<file path="src/design/ndc_defines.svh">
`ifndef NDC_DEFINES_SVH
`define NDC_DEFINES_SVH

// Clock period and pin timing, in nanoseconds.
`define NDC_CLK_NS       25
`define NDC_T_PULSE_NS   50
`define NDC_T_HOLD_NS    25
`define NDC_T_WB_NS      100
// Least times round up to whole clock cycles.
`define NDC_CYC(ns)      (((ns) + `NDC_CLK_NS - 1) / `NDC_CLK_NS)
`define NDC_PULSE_CYC    `NDC_CYC(`NDC_T_PULSE_NS)
`define NDC_HOLD_CYC     `NDC_CYC(`NDC_T_HOLD_NS)
`define NDC_WB_CYC       `NDC_CYC(`NDC_T_WB_NS)

// Flash command codes.
`define NDC_C_READ       8'h00
`define NDC_C_CB_READ    8'h35
`define NDC_C_CB_IN      8'h85
`define NDC_C_CONFIRM    8'h10
`define NDC_C_ERASE      8'h60
`define NDC_C_ERASE_GO   8'hD0
`define NDC_C_STATUS     8'h70
`define NDC_C_ID         8'h90
`define NDC_C_RESET      8'hFF
`define NDC_ID_ADDR      8'h00
`define NDC_ID_BYTES     5

// Status byte reset value, mask of unused bits and bit positions.
`define NDC_STAT_RST     8'hC0
`define NDC_STAT_MASK    8'hE3
`define NDC_SB_FAIL      0
`define NDC_SB_TRUE_RDY  5
`define NDC_SB_RDY       6
`define NDC_SB_WP        7

// Register byte offsets.
`define NDC_REG_CMD      8'h00
`define NDC_REG_STAT     8'h04
`define NDC_REG_COL      8'h08
`define NDC_REG_ROW      8'h0C
`define NDC_REG_DATA     8'h10
`define NDC_REG_ID0      8'h14
`define NDC_REG_ID1      8'h18
`define NDC_REG_CFG      8'h1C

// Bits of the state register.
`define NDC_ST_BUSY      0
`define NDC_ST_REFUSED   1
`define NDC_ST_RB        2
`define NDC_ST_SMODE     3
`define NDC_ST_FAIL      4
`define NDC_ST_BYTE_LSB  8

`endif

</file>
<file path="src/design/ndc_pkg.sv">
package ndc_pkg;

   // Operations that software may order.
   typedef enum logic [3:0] {
      OP_NONE       = 4'h0,
      OP_CB_READ    = 4'h1,
      OP_CB_SETUP   = 4'h2,
      OP_RAND_IN    = 4'h3,
      OP_CB_CONFIRM = 4'h4,
      OP_ERASE      = 4'h5,
      OP_STATUS     = 4'h6,
      OP_READ_ID    = 4'h7,
      OP_DREAD      = 4'h8,
      OP_RESET      = 4'h9
   } ndc_op_t;

   // Kind of one step of an operation.
   typedef enum logic [2:0] {
      K_CMD  = 3'h0,
      K_ADDR = 3'h1,
      K_WR   = 3'h2,
      K_RD   = 3'h3,
      K_WAIT = 3'h4,
      K_END  = 3'h5
   } ndc_kind_t;

   typedef struct packed {
      ndc_kind_t  kind;
      logic [7:0] data;
   } ndc_step_t;

   // Byte cycle states.
   typedef enum logic [2:0] {
      CY_IDLE = 3'b001,
      CY_LOW  = 3'b010,
      CY_HIGH = 3'b100
   } ndc_cyc_t;

   // Sequencer states.
   typedef enum logic [4:0] {
      EN_IDLE  = 5'b00001,
      EN_ISSUE = 5'b00010,
      EN_CYC   = 5'b00100,
      EN_WLO   = 5'b01000,
      EN_WHI   = 5'b10000
   } ndc_eng_t;

endpackage

</file>
<file path="src/design/ndc_pin_cycle.sv">
`timescale 1ns/100ps
`include "ndc_defines.svh"

module ndc_pin_cycle
   import ndc_pkg::*;
#(
   parameter int PULSE = `NDC_PULSE_CYC,
   parameter int HOLD  = `NDC_HOLD_CYC
) (
   // Clock and reset.
   input  wire logic       clk,
   input  wire logic       rst_n,
   // One byte cycle request.
   input  wire logic       go,
   input  wire logic       rd,
   input  wire logic       cle_in,
   input  wire logic       ale_in,
   input  wire logic [7:0] byte_in,
   output logic            done,
   output logic [7:0]      rd_byte,
   // Flash pins.
   output logic            cle,
   output logic            ale,
   output logic            we_n,
   output logic            re_n,
   output logic [7:0]      io_out,
   output logic            io_oe_n,
   input  wire logic [7:0] io_in
);

   ndc_cyc_t   state, next_state;
   logic [7:0] cnt, next_cnt;
   logic       next_done, next_cle, next_ale, next_we_n, next_re_n;
   logic       next_oe_n;
   logic [7:0] next_out, next_rd_byte;

   // Strobe low for PULSE cycles, then high for HOLD cycles. The flash
   // latches on the rising write strobe, so data stays put through HOLD.
   always_comb begin
      next_state   = state;
      next_cnt     = cnt;
      next_done    = 1'b0;
      next_cle     = cle;
      next_ale     = ale;
      next_we_n    = we_n;
      next_re_n    = re_n;
      next_oe_n    = io_oe_n;
      next_out     = io_out;
      next_rd_byte = rd_byte;
      case (state)
         CY_IDLE: begin
            if (go) begin
               next_cle   = cle_in;
               next_ale   = ale_in;
               next_out   = byte_in;
               next_oe_n  = rd;
               next_we_n  = rd;
               next_re_n  = ~rd;
               next_cnt   = 8'(PULSE - 1);
               next_state = CY_LOW;
            end
         end
         CY_LOW: begin
            if (cnt == 8'h00) begin
               next_we_n  = 1'b1;
               next_re_n  = 1'b1;
               next_cnt   = 8'(HOLD - 1);
               next_state = CY_HIGH;
               if (!re_n) begin
                  next_rd_byte = io_in; // Sampled at the end of the pulse.
               end
            end else begin
               next_cnt = cnt - 8'h01;
            end
         end
         CY_HIGH: begin
            if (cnt == 8'h00) begin
               next_done  = 1'b1;
               next_oe_n  = 1'b1;
               next_cle   = 1'b0;
               next_ale   = 1'b0;
               next_state = CY_IDLE;
            end else begin
               next_cnt = cnt - 8'h01;
            end
         end
         default: begin
            next_state = CY_IDLE;
         end
      endcase
   end

   // Registers of the byte cycle; every pin comes from a flip-flop.
   always_ff @(posedge clk or negedge rst_n) begin
      if (!rst_n) begin
         state   <= CY_IDLE;
         cnt     <= 8'h00;
         done    <= 1'b0;
         cle     <= 1'b0;
         ale     <= 1'b0;
         we_n    <= 1'b1;
         re_n    <= 1'b1;
         io_oe_n <= 1'b1;
         io_out  <= 8'h00;
         rd_byte <= 8'h00;
      end else begin
         state   <= next_state;
         cnt     <= next_cnt;
         done    <= next_done;
         cle     <= next_cle;
         ale     <= next_ale;
         we_n    <= next_we_n;
         re_n    <= next_re_n;
         io_oe_n <= next_oe_n;
         io_out  <= next_out;
         rd_byte <= next_rd_byte;
      end
   end

endmodule // ndc_pin_cycle

</file>
<file path="src/design/ndc_host.sv">
`timescale 1ns/100ps
`include "ndc_defines.svh"

module ndc_host
   import ndc_pkg::*;
#(
   parameter int PLANE_BIT = 6
) (
   // Clock and reset.
   input  wire logic        MCLK,
   input  wire logic        RST_N,
   // Wishbone slave.
   input  wire logic        WB_CYC,
   input  wire logic        WB_STB,
   input  wire logic        WB_WE,
   input  wire logic [7:0]  WB_ADR,
   input  wire logic [3:0]  WB_SEL,
   input  wire logic [31:0] WB_DAT_I,
   output logic [31:0]      WB_DAT_O,
   output logic             WB_ACK,
   // Flash pins.
   output logic             CE_N,
   output logic             CLE,
   output logic             ALE,
   output logic             WE_N,
   output logic             RE_N,
   output logic             WP_N,
   output logic [7:0]       IO_OUT,
   output logic             IO_OE_N,
   input  wire logic [7:0]  IO_IN,
   input  wire logic        RB
);

   logic        req, next_ack;
   logic [31:0] next_dat_o, rdv;
   logic [7:0]  adr;
   logic [11:0] col, next_col;
   logic [15:0] row, next_row;
   logic [7:0]  wdat, next_wdat;
   logic        next_wp_n;

   ndc_eng_t    state, next_state;
   ndc_op_t     op, next_op, new_op;
   logic [3:0]  idx, next_idx;
   logic [7:0]  wcnt, next_wcnt;
   logic [7:0]  status, next_status;
   logic [7:0]  rdata, next_rdata;
   logic [7:0]  id_b [0:`NDC_ID_BYTES-1];
   logic [7:0]  next_id_b [0:`NDC_ID_BYTES-1];
   logic [15:0] src_row, next_src_row;
   logic        refused, next_refused, smode, next_smode, next_ce_n;
   logic        go, next_go, go_rd, next_go_rd, go_cle, next_go_cle;
   logic        go_ale, next_go_ale;
   logic [7:0]  go_byte, next_go_byte;
   logic        cyc_done;
   logic [7:0]  cyc_byte;
   logic        cmd_wr, stat_wr, can_take, bad_op, bad_cb;
   ndc_step_t   st;

   // Steps of each operation, indexed by position.
   function automatic ndc_step_t step_of(input ndc_op_t o,
                                         input logic [3:0] i,
                                         input logic [11:0] c,
                                         input logic [15:0] r,
                                         input logic [7:0] d);
      ndc_step_t s;
      s = '{K_END, 8'h00};
      case (o)
         OP_CB_READ, OP_CB_SETUP: begin
            case (i)
               4'h0: s = '{K_CMD, (o == OP_CB_READ) ? `NDC_C_READ
                                                     : `NDC_C_CB_IN};
               4'h1: s = '{K_ADDR, c[7:0]};
               4'h2: s = '{K_ADDR, {4'h0, c[11:8]}};
               4'h3: s = '{K_ADDR, r[7:0]};
               4'h4: s = '{K_ADDR, r[15:8]};
               4'h5: if (o == OP_CB_READ) s = '{K_CMD, `NDC_C_CB_READ};
               4'h6: if (o == OP_CB_READ) s = '{K_WAIT, 8'h00};
               default: s = '{K_END, 8'h00};
            endcase
         end
         OP_RAND_IN: begin
            case (i)
               4'h0: s = '{K_CMD, `NDC_C_CB_IN};
               4'h1: s = '{K_ADDR, c[7:0]};
               4'h2: s = '{K_ADDR, {4'h0, c[11:8]}};
               4'h3: s = '{K_WR, d};
               default: s = '{K_END, 8'h00};
            endcase
         end
         OP_ERASE: begin
            case (i)
               4'h0: s = '{K_CMD, `NDC_C_ERASE};
               4'h1: s = '{K_ADDR, {r[7:6], 6'h00}}; // Page bits zero.
               4'h2: s = '{K_ADDR, r[15:8]};
               4'h3: s = '{K_CMD, `NDC_C_ERASE_GO};
               4'h4: s = '{K_WAIT, 8'h00};
               4'h5: s = '{K_CMD, `NDC_C_STATUS};
               4'h6: s = '{K_RD, 8'h00};
               default: s = '{K_END, 8'h00};
            endcase
         end
         OP_READ_ID: begin
            if (i == 4'h0) s = '{K_CMD, `NDC_C_ID};
            else if (i == 4'h1) s = '{K_ADDR, `NDC_ID_ADDR};
            else if (i < 4'(2 + `NDC_ID_BYTES)) s = '{K_RD, 8'h00};
         end
         OP_DREAD: begin
            if (i == 4'h0) s = '{K_CMD, `NDC_C_READ};
            else if (i == 4'h1) s = '{K_RD, 8'h00};
         end
         OP_STATUS: begin
            if (i == 4'h0) s = '{K_CMD, `NDC_C_STATUS};
            else if (i == 4'h1) s = '{K_RD, 8'h00};
         end
         OP_CB_CONFIRM, OP_RESET: begin
            case (i)
               4'h0: s = '{K_CMD, (o == OP_RESET) ? `NDC_C_RESET
                                                   : `NDC_C_CONFIRM};
               4'h1: s = '{K_WAIT, 8'h00};
               4'h2: s = '{K_CMD, `NDC_C_STATUS};
               4'h3: s = '{K_RD, 8'h00};
               default: s = '{K_END, 8'h00};
            endcase
         end
         default: s = '{K_END, 8'h00};
      endcase
      return s;
   endfunction

   // Bus decode; ack answers one cycle after the request and then drops.
   assign adr     = {WB_ADR[7:2], 2'b00};
   assign req     = WB_CYC & WB_STB & ~WB_ACK;
   assign cmd_wr  = req & WB_WE & WB_SEL[0] & (adr == `NDC_REG_CMD);
   assign stat_wr = req & WB_WE & WB_SEL[0] & (adr == `NDC_REG_STAT);

   // Read mux; unmapped offsets read as zero and are still acknowledged.
   always_comb begin
      rdv = 32'h0000_0000;
      case (adr)
         `NDC_REG_CMD:  rdv = {28'h000_0000, op};
         `NDC_REG_STAT: begin
            rdv[`NDC_ST_BUSY]    = ~state[0];
            rdv[`NDC_ST_REFUSED] = refused;
            rdv[`NDC_ST_RB]      = RB;
            rdv[`NDC_ST_SMODE]   = smode;
            rdv[`NDC_ST_FAIL]    = status[`NDC_SB_FAIL];
            rdv[`NDC_ST_BYTE_LSB +: 8] = status;
         end
         `NDC_REG_COL:  rdv = {20'h0_0000, col};
         `NDC_REG_ROW:  rdv = {16'h0000, row};
         `NDC_REG_DATA: rdv = {24'h00_0000, rdata};
         `NDC_REG_ID0:  rdv = {id_b[3], id_b[2], id_b[1], id_b[0]};
         `NDC_REG_ID1:  rdv = {24'h00_0000, id_b[4]};
         `NDC_REG_CFG:  rdv = {31'h0000_0000, WP_N};
         default:       rdv = 32'h0000_0000;
      endcase
   end

   // Software-held registers, written lane by lane.
   always_comb begin
      next_ack   = req;
      next_dat_o = req ? rdv : WB_DAT_O;
      next_col   = col;
      next_row   = row;
      next_wdat  = wdat;
      next_wp_n  = WP_N;
      if (req && WB_WE) begin
         if (adr == `NDC_REG_COL) begin
            if (WB_SEL[0]) next_col[7:0] = WB_DAT_I[7:0];
            if (WB_SEL[1]) next_col[11:8] = WB_DAT_I[11:8];
         end
         if (adr == `NDC_REG_ROW) begin
            if (WB_SEL[0]) next_row[7:0] = WB_DAT_I[7:0];
            if (WB_SEL[1]) next_row[15:8] = WB_DAT_I[15:8];
         end
         if (adr == `NDC_REG_DATA && WB_SEL[0]) next_wdat = WB_DAT_I[7:0];
         if (adr == `NDC_REG_CFG && WB_SEL[0]) next_wp_n = WB_DAT_I[0];
      end
   end

   always_ff @(posedge MCLK or negedge RST_N) begin
      if (!RST_N) begin
         WB_ACK   <= 1'b0;
         WB_DAT_O <= 32'h0000_0000;
         col      <= 12'h000;
         row      <= 16'h0000;
         wdat     <= 8'h00;
         WP_N     <= 1'b0;
      end else begin
         WB_ACK   <= next_ack;
         WB_DAT_O <= next_dat_o;
         col      <= next_col;
         row      <= next_row;
         wdat     <= next_wdat;
         WP_N     <= next_wp_n;
      end
   end

   // Order checks. While the flash is busy only reset is taken, and a
   // reset may cut into any wait, another reset's included.
   assign new_op   = ndc_op_t'(WB_DAT_I[3:0]);
   assign bad_op   = (new_op == OP_NONE) || (WB_DAT_I[3:0] > 4'h9);
   assign bad_cb   = (new_op == OP_CB_SETUP) &&
                     ((row[PLANE_BIT] != src_row[PLANE_BIT]) ||
                      (row[0] != src_row[0]));
   assign can_take = !bad_op && !bad_cb && (state == EN_IDLE ||
                     ((state == EN_WLO || state == EN_WHI) &&
                      new_op == OP_RESET));
   assign st       = step_of(op, idx, col, row, wdat);

   // Sequencer: fetch a step, run a byte cycle or wait on ready/busy.
   always_comb begin
      next_state   = state;
      next_op      = op;
      next_idx     = idx;
      next_wcnt    = wcnt;
      next_status  = status;
      next_rdata   = rdata;
      next_id_b    = id_b;
      next_src_row = src_row;
      next_smode   = smode;
      next_refused = refused;
      next_go      = 1'b0;
      next_go_rd   = go_rd;
      next_go_cle  = go_cle;
      next_go_ale  = go_ale;
      next_go_byte = go_byte;
      if (stat_wr && WB_DAT_I[`NDC_ST_REFUSED]) next_refused = 1'b0;
      case (state)
         EN_ISSUE: begin
            next_idx = idx + 4'h1;
            if (st.kind == K_WAIT) begin
               next_wcnt  = 8'(`NDC_WB_CYC);
               next_state = EN_WLO;
            end else if (st.kind == K_END) begin
               next_state = EN_IDLE;
            end else begin
               next_go      = 1'b1;
               next_go_rd   = (st.kind == K_RD);
               next_go_cle  = (st.kind == K_CMD);
               next_go_ale  = (st.kind == K_ADDR);
               next_go_byte = st.data;
               if (st.kind == K_CMD) begin
                  next_smode = (st.data == `NDC_C_STATUS);
               end
               next_state = EN_CYC;
            end
         end
         EN_CYC: begin
            if (cyc_done) begin
               next_state = EN_ISSUE;
               if (go_rd && op == OP_READ_ID) begin
                  next_id_b[3'(idx - 4'h3)] = cyc_byte;
               end else if (go_rd && op == OP_DREAD) begin
                  next_rdata = cyc_byte;
               end else if (go_rd) begin
                  // Unused bits masked; ready, true ready, write protect
                  // and pass/fail kept.
                  next_status = cyc_byte & `NDC_STAT_MASK;
               end
            end
         end
         // Give the flash its busy lead time before trusting a high RB.
         EN_WLO: begin
            if (!RB || wcnt == 8'h00) next_state = EN_WHI;
            else next_wcnt = wcnt - 8'h01;
         end
         EN_WHI: begin
            if (RB) next_state = EN_ISSUE;
         end
         default: begin
            next_state = EN_IDLE;
         end
      endcase
      if (cmd_wr) begin
         if (can_take) begin
            next_op    = new_op;
            next_state = EN_ISSUE;
            next_idx   = (new_op == OP_DREAD && !smode) ? 4'h1 : 4'h0;
            if (new_op == OP_CB_READ) next_src_row = row;
            if (new_op == OP_RESET) next_status = `NDC_STAT_RST;
         end else begin
            next_refused = 1'b1; // Set wins over a same-cycle clear.
         end
      end
   end

   assign next_ce_n = (next_state == EN_IDLE);

   always_ff @(posedge MCLK or negedge RST_N) begin
      if (!RST_N) begin
         state   <= EN_IDLE;
         op      <= OP_NONE;
         idx     <= 4'h0;
         wcnt    <= 8'h00;
         status  <= `NDC_STAT_RST;
         rdata   <= 8'h00;
         id_b    <= '{default: 8'h00};
         src_row <= 16'h0000;
         smode   <= 1'b0; // Power-up acts as if 00h is latched.
         refused <= 1'b0;
         CE_N    <= 1'b1;
         go      <= 1'b0;
         go_rd   <= 1'b0;
         go_cle  <= 1'b0;
         go_ale  <= 1'b0;
         go_byte <= 8'h00;
      end else begin
         state   <= next_state;
         op      <= next_op;
         idx     <= next_idx;
         wcnt    <= next_wcnt;
         status  <= next_status;
         rdata   <= next_rdata;
         id_b    <= next_id_b;
         src_row <= next_src_row;
         smode   <= next_smode;
         refused <= next_refused;
         CE_N    <= next_ce_n;
         go      <= next_go;
         go_rd   <= next_go_rd;
         go_cle  <= next_go_cle;
         go_ale  <= next_go_ale;
         go_byte <= next_go_byte;
      end
   end

   // One byte cycle on the flash pins.
   ndc_pin_cycle u_cycle (
      .clk     (MCLK),
      .rst_n   (RST_N),
      .go      (go),
      .rd      (go_rd),
      .cle_in  (go_cle),
      .ale_in  (go_ale),
      .byte_in (go_byte),
      .done    (cyc_done),
      .rd_byte (cyc_byte),
      .cle     (CLE),
      .ale     (ALE),
      .we_n    (WE_N),
      .re_n    (RE_N),
      .io_out  (IO_OUT),
      .io_oe_n (IO_OE_N),
      .io_in   (IO_IN)
   );

endmodule // ndc_host

</file>
<file path="config.mk">
export PLATFORM = sky130hd
export DESIGN_NAME = ndc_host
export DESIGN_NICKNAME = d
export VERILOG_FILES = /design/src/design/ndc_pkg.sv /design/src/design/ndc_pin_cycle.sv /design/src/design/ndc_host.sv
export VERILOG_INCLUDE_DIRS = /design/src /design/src/design
export SDC_FILE = /design/constraint.sdc
export NUM_CORES = 1
export LEC_CHECK = 0
export BUFFER_PORTS_ARGS = -buffer_cell sky130_fd_sc_hd__buf_2
export CORE_MARGIN = 4
export CORE_UTILIZATION = 30
export CTS_BUF_LIST = sky130_fd_sc_hd__clkbuf_2 sky130_fd_sc_hd__clkbuf_4 sky130_fd_sc_hd__clkbuf_8
export DETAILED_ROUTE_END_ITERATION = 8
export GPL_ROUTABILITY_DRIVEN = 0
export GPL_TIMING_DRIVEN = 0
export SKIP_LAST_GASP = 1
export SYNTH_ARGS = -nofsm -noshare
export SYNTH_HDL_FRONTEND = slang
export SYNTH_SLANG_ARGS = --single-unit
</file>
<file path="constraint.sdc">
create_clock -name MCLK -period 3.3 [get_ports MCLK]
set_input_delay 0 -clock MCLK [delete_from_list [all_inputs] [get_ports MCLK]]
set_output_delay 0 -clock MCLK [all_outputs]
set_load 0.1 [all_outputs]
</file>
# After elaboration in Yosys (flattened, before gate mapping)
# Cells that the tools add are included.
[op_classes]
n_addsub = 4
n_lt_le_gt_ge = 4
eq_ne = 48
n_mux = 72
bitwise = 14
n_reduce_logical = 52
[ops]
columns = ["operator", "count"]
rows = [
  ["$pmux W11 S7", 3],
  ["$mux W8", 16],
  ["$pmux W11 S4", 2],
  ["$mux W11", 7],
  ["$bwmux W40", 1],
  ["$pmux W5 S8", 1],
  ["$reduce_and A3 Y1", 13],
  ["$pmux W8 S4", 1],
  ["$eq A4 B3 Y1 const B", 7],
  ["$mux W5", 5],
  ["$demux W8 S3", 1],
  ["$eq A6 B3 Y1 const B", 4],
  ["$logic_not A8 Y1", 3],
  ["$pmux W8 S3", 1],
  ["$eq A4 B2 Y1 const B", 5],
  ["$pmux W5 S4", 1],
  ["$eq A4 B4 Y1 const B", 4],
  ["$mux W16", 1],
  ["$mux W4", 4],
  ["$pmux W8 S2", 1],
  ["$sub A8 B1 Y8 const B", 2],
  ["$mux W1", 15],
  ["$pmux W3 S5", 1],
  ["$eq A4 B1 Y1 const B", 3],
  ["37 further kinds", 92],
]
[totals]
register_bits = 202
input_bits = 58
out_inout_bits = 48
word_cells = 232

# Depth between registers and ports, before layout
# Gate-level depths: netlist (run 1).
[depth]
depth_word = 12
depth_mapped = 12
mapped_depth_nobuf = 8

# By module
# Synthesis (run 1) repeated with hierarchy kept, for this count alone.
[unflattened]
hier_cells = 939
hier_area_um2 = 9907.0
[modules_own_cells]
columns = ["module", "instances", "cells_per_inst", "area_per_inst_um2", "seq_area_each_um2"]
rows = [
  ["ndc_host", 1, 795, 8375.5, 4108.9],
  ["ndc_pin_cycle", 1, 144, 1531.5, 830.8],
]

# Least setup slack after synthesis (run 1)
# No wires, ideal clock.
[synth_path]
path_type = "reg-to-reg"
from = "reg WB_ACK"
to = "reg src_row[0]"
setup_ns = 0.125
t_arrival_ns = 2.827
required_ns = 3.175
slack_ns = 0.348
path_stages_with_launch = 10
path_buffers = 3
period_less_slack_ns = 2.952
cell_sequence = "dfrtp_1 -> or2_2 -> clkbuf_1 -> clkinv_1 -> and3_1 -> clkbuf_1 -> and4_1 -> clkbuf_1 -> and4b_1 -> mux2_2"
[synth_via]
elab_chain_cells = 6
[synth_rtl]
columns = ["item", "line", "rtl"]
rows = [
  ["start, declared", "ndc_host.sv:20", "output logic WB_ACK,"],
  ["start signal, assigned", "ndc_host.sv:191", "WB_ACK <= next_ack;"],
  ["$not A1 Y1", "ndc_host.sv:133", "assign req = WB_CYC & WB_STB & ~WB_ACK;"],
  ["$and A1 B1 Y1", "ndc_host.sv:133", ""],
  ["$and A1 B1 Y1 (3 in a row)", "ndc_host.sv:134", "assign cmd_wr = req & WB_WE & WB_SEL[0] & (adr == `NDC_REG_CMD);"],
  ["$reduce_and A3 Y1 (no line)", "--", ""],
  ["end signal, assigned", "ndc_host.sv:317", "src_row <= next_src_row;"],
  ["end, declared", "ndc_host.sv:50", "logic [15:0] src_row, next_src_row;"],
]
# No other way between the ends.
# A chain may end at the register's enable or synchronous reset.

# Final worst setup path (run 1)
[layout_path]
from = "reg idx[1]"
to = "reg smode"
[layout_via]
elab_chain_cells = 8
word_cells_on_any_way = 26
cone_classes = "order compare (1); eq/ne (9); mux (11); bitwise (2); reduce/logical (3)"
[layout_rtl]
columns = ["item", "line", "rtl"]
rows = [
  ["start, declared", "ndc_host.sv:44", "logic [3:0] idx, next_idx;"],
  ["start signal, assigned", "ndc_host.sv:312", "idx <= next_idx;"],
  ["$lt A4 B3 Y1", "ndc_host.sv:106", "else if (i < 4'(2 + `NDC_ID_BYTES)) s = '{K_RD, 8'h00};"],
  ["$mux W11", "ndc_host.sv:106", ""],
  ["$mux W11", "ndc_host.sv:105", "else if (i == 4'h1) s = '{K_ADDR, `NDC_ID_ADDR};"],
  ["$mux W11", "ndc_host.sv:104", "if (i == 4'h0) s = '{K_CMD, `NDC_C_ID};"],
  ["$pmux W11 S7 *", "ndc_host.sv:68", "case (o)"],
  ["$eq A3 B3 Y1, on equally long branches", "ndc_host.sv:236, ndc_host.sv:233", ""],
  ["$not A1 Y1 (no line)", "--", ""],
  ["$reduce_and A4 Y1 (no line)", "--", ""],
  ["end signal, assigned", "ndc_host.sv:318", "smode <= next_smode;"],
  ["end, declared", "ndc_host.sv:51", "logic refused, next_refused, smode, next_smode, next_ce_n;"],
]
# Mark *: on every way between the ends. The rest lies on a longest branch, timed or not.

==> metrics.md, run 1 <==
| Metric | Value |
|---|---|
| Status | complete, no violations |
| Switching Share | 27.73% |
| Number of CTS-inserted buffers | 17 |
| Core footprint | 31800 um2 |
| RSZ-0062 raised after global routing | true |
| PwrDens | 386.9 nW/um2 |
| Clock buffer depth | 2 |
| Setup WS post-layout | 0.1164 ns |
| Post-synthesis sequential area ratio | 50.67% |
| Psw | 0.001240 W |
| # fillers | 3200 |
| Critical path peak fanout | 10 |
| Final Max Slew Viols | 0 |
| CTS H-Tree Depth | 4 |
| CTS tree | done |
| Critical Path Source Type | register |
| Area leader, netlist | dfrtp_1 |
| Worst R2R Start | idx[1] |
| Ports | 106 |
| Hold wc startpoint | WB_ADR[5] |
| Hold depth | 4 |
| Worst Path Required | 3.70 ns |
| Critical path class | reg -> reg |
| Clock power share | 37.6% |
| Antenna cells | 0 |
| Final nets | 1130 |
| Cell area after layout | 11560 um2 |
| Syn_nets | 989 |
| Initial DRC count | 872 |
| Synth warn | 0 |
| Worst clock skew | 0.01626 ns |
| Dpl cell area | 10750 um2 |
| Mapped Area | 9748 um2 |
| Commonest cells after routing, fill and taps aside | 189 x dfrtp_1, 105 x nand2_1, 103 x mux2_2 |
| Pint | 0.003232 W |
| Vias in the first global route | 7742 |
| Critical path's most frequent cell | clkbuf_1 |
| Commonest non-fill, non-tap cell in the layout | dfrtp_1 |
| DRC | 0 |
| Pre-CTS setup slack | -0.04241 ns |
| Cell count after synthesis | 924 |
| Initial Util | 30.66% |
| Largest cells by area after synthesis | dfrtp_1 49%, mux2_2 12%, nand2_1 4.0% |
| Worst slew pin tran | 1.154 ns |
| Largest net degree at the start of global routing | 109 |
| Number of flops mapped to enable cells by yosys | 0 |
| Syn Area/Cell | 10.55 um2 |
| Layout cells sized above 1 | 24.49% |
| Cell Rows | 65 |
| Synth-to-Final Area Change | 18.57% |
| R2R cell count | 11 |
| Die W | 188.3 um |
| Clock slew at reported path FFs | 0.11 ns |
| Detailed-route via count | 7856 |
| DP HPWL | 20280 um |
| Crit-path cells | inv_1 -> ha_1 -> clkbuf_1 -> clkbuf_1 -> clkbuf_1 -> a22oi_1 -> o32ai_1 -> a22oi_1 -> nand4_1 -> nand4_1 -> o31ai_2 |
| Endpoint class of the critical path | register |
| Hold Path Class | in -> reg |
| VDD IR max | 228.8 uV |
| Max_slew headroom | 22.43% |
| Fin. Hold Viols | 0 |
| Latest clock arrival within the worst-skew pair | 0.48 ns |
| Final antenna-violating net count | 0 |
| Ys flop type | dfrtp_1 |
| Reg2reg setup slack | 0.12 ns |
| Die area | 35440 um2 |
| Seq pwr share | 55.3% |
| First-pass iteration count of the detailed router | 6 |
| Post-synth top area share | 48.52% |
| Root Buffer | clkbuf_8 |
| Total power | 0.004472 W |
| Worst Path Arrival | 3.58 ns |
| Fmax | 0.3141 GHz |
| Min Clock Period, post-route | 3.184 ns |
| Die height | 188.3 um |
| Logic pwr share | 7.1% |
| Final wirelength | 28120 um |
| Leakage power | 5.298 nW |
| Initial antenna violation count | 0 |
| Register bit count reported by yosys | 197 |
| Netlist cell types | 84 |
| CP peak stage delay | 0.50 ns |
| Vias per std cell | 5.192 |
| GRT Util Overall | 15.78% |
| CTS sink cnt | 197 |
| Util after Layout | 36.35% |
| Port Buf Inserts | 84 |
| # Max-Cap Violations | 0 |
| Buf/Inv on CP | 4 |
| Ys async rst share | 100.0% |
| Gr ovfl total | 0 |
| WHS Endpoint | WB_DAT_O[7] |
| Final period utilization | 96.47% |
| Slowest CP cell | clkbuf_1 |
| Endpoints failing setup | 0 |
| FF-to-FF End | smode |
| WHS | 0.05861 ns |
| Critical path's top delay family | buffers and inverters |
| Wire length per cell | 18.59 um |
| First-pass GRT wire length | 44260 um |
-- layout make-up --
cell class / instances / area (um2) / area share, %
buffer: 55 / 222.7 / 1.927
clock buffer: 20 / 269.0 / 2.327
clock inverter: 12 / 158.9 / 1.375
inverter: 28 / 105.1 / 0.9093
multi-input combinational: 643 / 4491 / 38.85
sequential: 197 / 4940 / 42.74
tap: 435 / 544.3 / 4.709
timing repair buffer: 123 / 828.3 / 7.166
-- synthesized netlist by cell type, drive strengths merged, types with 10 or more instances --
| cell type | count |
|---|---|
| o21ai | 45 |
| mux2 | 103 |
| nor2 | 68 |
| and3 | 11 |
| nor4 | 12 |
| nand3 | 27 |
| a22oi | 17 |
| mux2i | 11 |
| nand4 | 11 |
| nor3 | 15 |
| clkbuf | 47 |
| xor2 | 10 |
| xnor2 | 11 |
| a21oi | 32 |
| nand2 | 105 |
| dfrtp | 189 |
| inv | 27 |
-- cell families after synthesis --
kind of cell	after synthesis	synth area share, %
buf+inv	84	3.363
simple gates	311	16.47
xor+xnor	21	1.887
fa+ha+maj	7	0.8984
flops	197	50.67
mux	114	13.03
compound gates	190	13.68
-- stage by stage --
| step | setup TNS [ns] | cells |
|---|---|---|
| final | 0 | 1513 |
| after global routing | -0.004853 | 1513 |
| after CTS | 0 | 1514 |
| after detailed placement | -0.08865 | 1444 |
| after global placement | -197.33 | 1443 |
| after floorplan | 0 | 924 |
-- flip-flops by register name, indices dropped and copies added (netlist names), 3 cells and up --
name	cells
idx	4
u_cycle.io_out	8
rdata	8
row	16
WB_DAT_O	32
u_cycle.cnt	8
u_cycle.rd_byte	8
wcnt	8
state	5
id_b	40
op	4
col	12
u_cycle.state	3
wdat	8
go_byte	8
status	8
-- routing by layer --
metal  GRT usage (%)  routed length, um  up-vias
met3           3.260               1909       35
met2           23.54              12410      259
met5               0                  0        -
li1                -                  -     3642
met4           4.461                532        0
met1           23.22              13270     3920
-- worst reg2reg max path, delay by kind of cell (launching register included) --
kind | cells | cell delay [ns]
buffers and inverters | 4 | 1.30
AOI/OAI and AO/OA | 4 | 0.92
DFF | 1 | 0.44
and+or+nand+nor | 2 | 0.31
adders and majority gates | 1 | 0.14
-- power by group through the flow --
stage               sequential (W)  combinational, W  clock (W)
floorplan                  0.00255          0.000104          0
global placement           0.00252          0.000281          0
detailed placement         0.00252          0.000289          0
CTS                        0.00247          0.000319    0.00173
global route               0.00248          0.000349    0.00183
finish                     0.00247          0.000319    0.00168
-- what timing repair did --
item                                   in CTS  in global routing
pin swaps                                   1                  0
buffers inserted                            4                  0
endpoints found under the hold margin     137                  0
resized for setup                           0                  8
hold buffers                               34                  0
setup endpoints to repair                   8                 24
-- how the worst max path moves through the flow --
| stage | start | endpoint | slack, ns | cells after the start |
|---|---|---|---|---|
| global placement | RST_N | wcnt[2] | -1.07 | 1 |
| detailed placement | idx[0] | go_byte[1] | -0.04 | 11 |
| CTS | idx[0] | smode | 0.001 | 10 |
| floorplan | WB_ACK | src_row[0] | 0.35 | 9 |
| global route | idx[1] | smode | -0.005 | 11 |
| finish | idx[1] | smode | 0.12 | 11 |
No activity file was read; power rests on OpenSTA's default activity.
==> run 2: changes to the inputs <==
Settings changed: PLACE_DENSITY from default to 0.53.
==> run 2 against run 1 <==
Against the previous run: utilization grew 0.091 points; critical path depth down 1; maximum frequency grew 1.6%; die area stayed put; worst hold slack worse by 0.0071 ns; register-to-register slack improved by 0.05 ns; clock-buffer cell count shrank 3; total power up 0.27%; global-route usage increased by 0.61 points; non-clock buffer count decreased by 1; clock power hardly changed; critical endpoint unchanged; largest power group unchanged.
==> metrics.md, run 2 (same netlist as run 1, synthesis figures left out) <==
| Metric | Value |
|---|---|
| Fmax | 0.3193 GHz (+1.6%) |
| CTS H-Tree Depth | 4 (unchanged) |
| Crit-path cells | clkbuf_2 -> inv_1 -> ha_1 -> clkbuf_2 -> o21bai_1 -> o221a_2 -> nor3_1 -> nand4b_2 -> or4_4 -> o31ai_2 |
| Layout cells sized above 1 | 24.88% (+0.39 points) |
| Final wirelength | 29020 um (+3.2%) |
| # Max-Cap Violations | 0 (unchanged) |
| PwrDens | 387.0 nW/um2 (about the same) |
| Util after Layout | 36.44% (+0.091 points) |
| Min Clock Period, post-route | 3.132 ns (-0.05128 ns) |
| R2R cell count | 10 (-1) |
| CP peak stage delay | 0.57 ns (+0.07 ns) |
| Initial Util | 30.66% (unchanged) |
| CTS tree | done |
| Max_slew headroom | 18.92% (-3.5 points) |
| CP startpoint | idx[0] |
| Ports | 106 (unchanged) |
| Core footprint | 31800 um2 (unchanged) |
| Synth-to-Final Area Change | 18.87% |
| Crit. path cell count | 10 (-1) |
| Commonest non-fill, non-tap cell in the layout | dfrtp_1 |
| Critical path's top delay family | simple AND/OR/NAND/NOR gates |
| Critical Path Source Type | register |
| Worst clock skew | 0.02630 ns (+0.01003 ns) |
| Slowest CP cell | or4_4 |
| Final Max Slew Viols | 0 (unchanged) |
| Top reg by flops | id_b |
| Antenna cells | 0 (unchanged) |
| Buf/Inv on CP | 3 (-1) |
| Die W | 188.3 um (unchanged) |
| Vias in the first global route | 7696 (-0.59%) |
| Final antenna-violating net count | 0 (unchanged) |
| CTS sink cnt | 197 (unchanged) |
| Cell Rows | 65 (unchanged) |
| First-pass iteration count of the detailed router | 5 (-1) |
| Root Buffer | clkbuf_8 |
| Cell area after layout | 11590 um2 (+0.25%) |
| Final period utilization | 94.92% (-1.6 points) |
| Reg2reg setup slack | 0.17 ns (+0.05 ns) |
| # placed instances | 1444 (unchanged) |
| Fin cells | 1512 (-0.066%) |
| Die height | 188.3 um (unchanged) |
| Number of CTS-inserted buffers | 17 (unchanged) |
| Initial DRC count | 814 (-6.7%) |
| Dpl cell area | 10750 um2 (unchanged) |
| Top flop regs | id_b: 40 flops, WB_DAT_O: 32 flops, row: 16 flops |
| RSZ-0062 raised after global routing | false |
| Die area | 35440 um2 (unchanged) |
| Worst slew pin tran | 1.206 ns (+0.05218 ns) |
| Critical path class | reg -> reg |
| Vias per std cell | 5.204 (+0.22%) |
| Port Buf Inserts | 84 (unchanged) |
| FF-to-FF End | smode |
| Wire length per cell | 19.19 um (+3.3%) |
| Endpoints failing setup | 0 (unchanged) |
| First-pass GRT wire length | 45720 um (+3.3%) |
| Critical path peak fanout | 10 (unchanged) |
| Clock slew at reported path FFs | 0.12 ns (about the same) |
| Fin. Hold Viols | 0 (unchanged) |
| Hold Path Class | in -> async |
| Detailed-route via count | 7868 (+0.15%) |
| Latest clock arrival within the worst-skew pair | 0.50 ns (+0.02 ns) |
| Status | complete, no violations |
| DRC | 0 (unchanged) |
| Worst R2R Start | idx[0] |
| Endpoint class of the critical path | register |
| Worst Path Required | 3.70 ns (about the same) |
| Leakage power | 5.297 nW (about the same) |
| Worst setup endpoint | smode |
| DP HPWL | 20880 um (+3.0%) |
| Max reg flops | 40 (unchanged) |
| Critical path's most frequent cell | clkbuf_2 |
| Worst Path Arrival | 3.54 ns (-0.04 ns) |
| Clock buffer depth | 2 (unchanged) |
| Initial antenna violation count | 0 (unchanged) |
| Largest net degree at the start of global routing | 118 (+8.3%) |
| GRT Util Overall | 16.39% (+0.61 points) |
| Gr ovfl total | 0 (unchanged) |
| Commonest cells after routing, fill and taps aside | 189 x dfrtp_1, 105 x nand2_1, 103 x mux2_2 |
| Final nets | 1129 (-0.088%) |
| VDD IR max | 234.3 uV (+2.4%) |
==> run 2: worst min path at each step <==
stage | from | to | slack [ns] | depth (start not counted)
after floorplan | RST_N | WB_ACK | -0.30 | 0
after global placement | IO_IN[6] | u_cycle.rd_byte[6] | 0.24 | 2
after detailed placement | RST_N | WB_DAT_O[30] | 0.04 | 1
after CTS | WB_WE | col[10] | 0.03 | 3
after global routing | WB_ADR[5] | WB_DAT_O[7] | 0.05 | 4
final | RST_N | WB_DAT_O[29] | 0.05 | 2
==> run 2: cell type report <==
class / instances / area [um2]
clock inverters: 15 / 212.7
well taps: 435 / 544.3
fillers: 3283 / 20210
plain buffers: 55 / 226.5
clock buffers: 17 / 234.0
repair buffers: 122 / 818.3
flip-flops and latches: 197 / 4940
inverters: 28 / 108.9
multi-input cells: 643 / 4503
==> run 2: metrics by stage <==
stage          hold WS, ns  TNS [ns]  power [W]  worst slack, ns
4_1_cts            0.02924         0   0.004533         0.005023
3_3_place_gp        0.2376   -225.37   0.002807           -1.220
3_5_place_dp       0.03966   -0.8642   0.002813          -0.1524
6_report           0.05150         0   0.004484           0.1677
5_1_grt            0.04781         0   0.004662        0.0008629
2_1_floorplan      -0.2956         0   0.002658           0.3480
==> run 2: per-layer routing <==
metal / vias to the layer above / global-route usage [%] / share of wire (%) / wire length (um)
met5: - / 0 / 0 / 0
met4: 0 / 3.670 / 1.4 / 401
met3: 34 / 3.742 / 6.3 / 1834
met2: 251 / 24.31 / 44 / 12710
met1: 3931 / 24.41 / 48 / 14070
li1: 3652 / - / - / -
==> run 2: worst register-to-register path, stage by stage (launching register included) <==
cell,delay (ns)
dfrtp_1,0.40
clkbuf_2,0.21
inv_1,0.13
ha_1,0.25
clkbuf_2,0.20
o21bai_1,0.21
o221a_2,0.28
nor3_1,0.26
nand4b_2,0.29
or4_4,0.57
o31ai_2,0.25
==> run 2: power breakdown <==
part,leakage [nW],internal (W),switching (W),total (W)
Clock,0.216,0.000657,0.00103,0.00169
Combinational,2.43,0.0000980,0.000222,0.000320
Sequential,2.65,0.00244,0.0000360,0.00247
Total,5.30,0.00319,0.00129,0.00448
==> run 2: repair_timing <==
item / in CTS / in global routing
endpoints found under the hold margin: 128 / 0
setup endpoints to repair: 15 / 41
gates resized for setup: 2 / 12
setup buffers: 0 / 4
hold buffers: 33 / 0
pin swaps: 1 / 2
==> run 3: changes to the inputs <==
Settings changed: PLACE_DENSITY 0.53 to 0.55.
==> run 3 against run 2 <==
Against the previous run: flip-flop and latch count unchanged; non-clock buffer count fell by 4; first-iteration DRC count is 11% lower; clock power about the same; sequential power barely moved; register-to-register slack is essentially flat; clock skew grew 0.0026 ns; design area decreased by 0.58%; final cell count shrank 0.26%; sequential share of layout area rose by 0.25 points; worst hold slack better by 0.00073 ns; combinational power is essentially flat; critical endpoint unchanged; largest power group unchanged.
==> metrics.md, run 3 (same netlist as run 1, synthesis figures left out) <==
| Metric | Value |
|---|---|
| Antenna cells | 0 (unchanged) |
| Root Buffer | clkbuf_8 |
| Core footprint | 31800 um2 (unchanged) |
| Ports | 106 (unchanged) |
| Initial antenna violation count | 0 (unchanged) |
| Fin cells | 1508 (-0.26%) |
| Fmax | 0.3193 GHz (about the same) |
| Latest clock arrival within the worst-skew pair | 0.49 ns (about the same) |
| Gr ovfl total | 0 (unchanged) |
| Vias per std cell | 5.221 (+0.33%) |
| # fillers | 3200 (-2.5%) |
| CTS H-Tree Depth | 4 (unchanged) |
| Setup WS post-layout | 0.1686 ns (+0.0009210 ns) |
| Worst R2R Start | idx[0] |
| First-pass iteration count of the detailed router | 5 (unchanged) |
| Clock buffer depth | 2 (unchanged) |
| Worst Path Arrival | 3.51 ns (-0.03 ns) |
| Commonest non-fill, non-tap cell in the layout | dfrtp_1 |
| Endpoint class of the critical path | register |
| Met1 Resource Use GR | 24.00% (-0.41 points) |
| CTS sink cnt | 197 (unchanged) |
| Synth-to-Final Area Change | 18.17% |
| Worst slew pin tran | 1.230 ns (+0.02340 ns) |
| Reg2reg setup slack | 0.17 ns (about the same) |
| Most used routing layer in global routing | met1 |
| First-pass GRT wire length | 45170 um (-1.2%) |
| Grt met2 use | 23.81% (-0.50 points) |
| R2R cell count | 10 (unchanged) |
| CTS tree | done |
| Layout cells sized above 1 | 24.60% (-0.28 points) |
| Worst Path Required | 3.68 ns (-0.02 ns) |
| Pre-CTS setup slack | -0.1094 ns (+0.04298 ns) |
| Final period utilization | 94.89% (about the same) |
| Top flop regs | id_b: 40 flops, WB_DAT_O: 32 flops, row: 16 flops |
| Min Clock Period, post-route | 3.131 ns (-0.0009210 ns) |
| Die W | 188.3 um (unchanged) |
| WHS Endpoint | WB_DAT_O[7] |
| Critical path class | reg -> reg |
| Final antenna-violating net count | 0 (unchanged) |
| # Max-Cap Violations | 0 (unchanged) |
| # placed instances | 1444 (unchanged) |
| Largest net degree at the start of global routing | 119 (+0.85%) |
| FF-to-FF End | smode |
| Max reg flops | 40 (unchanged) |
| RSZ-0062 raised after global routing | false |
| Die area | 35440 um2 (unchanged) |
| Worst clock skew | 0.02892 ns (+0.002624 ns) |
| Fin. Hold Viols | 0 (unchanged) |
| Final nets | 1125 (-0.35%) |
| Top reg by flops | id_b |
| Routing usage on met3 | 3.298% (-0.44 points) |
| PwrDens | 387.7 nW/um2 (+0.19%) |
| CP startpoint | idx[0] |
| Hold Path Class | in -> reg |
| GRT Util Overall | 15.97% (-0.42 points) |
| Initial DRC count | 728 (-11%) |
| Vias in the first global route | 7684 (-0.16%) |
| Final Max Slew Viols | 0 (unchanged) |
| Final wirelength | 28630 um (-1.3%) |
| Cell Rows | 65 (unchanged) |
| Detailed-route via count | 7873 (+0.064%) |
| Max_slew headroom | 17.34% (-1.6 points) |
| Wire length per cell | 18.99 um (-1.1%) |
| Clock slew at reported path FFs | 0.11 ns (about the same) |
| Util after Layout | 36.23% (-0.21 points) |
| Critical path peak fanout | 10 (unchanged) |
| Commonest cells after routing, fill and taps aside | 189 x dfrtp_1, 105 x nand2_1, 103 x mux2_2 |
| Port Buf Inserts | 84 (unchanged) |
| DRC | 0 (unchanged) |
| Number of CTS-inserted buffers | 17 (unchanged) |
| Endpoints failing setup | 0 (unchanged) |
| Status | complete, no violations |
| VDD IR max | 260.8 uV (+11%) |
| Initial Util | 30.66% (unchanged) |
| DP HPWL | 20450 um (-2.0%) |
| Hold depth | 4 |
| Leakage power | 5.279 nW (-0.35%) |
| Critical Path Source Type | register |
| Die height | 188.3 um (unchanged) |
| Hold wc startpoint | WB_ADR[5] |
## run 3: changes by cell type in the layout (fill, tap and decap cells not counted), sizes merged
cell	delta
clkbuf	+1
inv	+4
buf	-2
clkinv	-3
dlygate4sd3	-2
clkinvlp	-2
## run 3: cell type report
class	count	area [um2]	share of cell area (%)
buffer	55	226.5	1.966
clock buffer	18	247.7	2.151
clock inverter	14	177.7	1.542
inverter	28	105.1	0.9124
multi-input combinational	643	4496	39.02
sequential	197	4940	42.88
tap	435	544.3	4.725
timing repair buffer	118	783.3	6.799
## run 3: metrics by stage
step	instance area (um2)	total power, W	TNS [ns]	hold slack (ns)
2_1_floorplan	9748	0.002658	0	-0.2956
3_5_place_dp	10750	0.002812	-0.9690	0.04269
5_1_grt	11520	0.004640	0	0.05713
4_1_cts	11490	0.004528	0	0.04594
3_3_place_gp	10710	0.002805	-219.42	0.2341
6_report	11520	0.004467	0	0.05223
## run 3: repair_timing
| item | 4_1_cts | 5_1_grt |
|---|---|---|
| hold buffers | 31 | 0 |
| endpoints found under the setup margin | 14 | 33 |
| buffers inserted | 0 | 2 |
| gates resized for setup | 2 | 9 |
| endpoints found under the hold margin | 125 | 0 |
| pin swaps | 0 | 1 |
## run 3: layer usage
metal	up-vias	share of wire [%]	wire length, um
met3	24	5.9	1689
met1	3928	48	13830
met2	283	45	12790
met4	0	1.1	324
li1	3638	-	-
met5	-	0	0
## run 3: critical path, stage by stage, from the launching register on
cell	delay, ns
dfrtp_1	0.41
clkbuf_2	0.21
inv_1	0.13
ha_1	0.24
clkbuf_2	0.20
or4b_2	0.63
o32a_1	0.20
o21ai_2	0.15
nand4_4	0.15
or4_4	0.47
o31ai_2	0.24
## run 3: worst max path at each step
stage | end | depth (start not counted)
finish | smode | 10
global route | smode | 10
CTS | go_byte[0] | 11
detailed placement | go_byte[2] | 11
global placement | src_row[0] | 1
floorplan | src_row[0] | 9
## run 3: where the power goes
group | leakage (nW) | internal (W) | total (W) | switching, W
Sequential | 2.65 | 0.00244 | 0.00247 | 0.0000359
Combinational | 2.41 | 0.0000976 | 0.000321 | 0.000223
Clock | 0.215 | 0.000668 | 0.00167 | 0.00100
Total | 5.28 | 0.00320 | 0.00447 | 0.00126
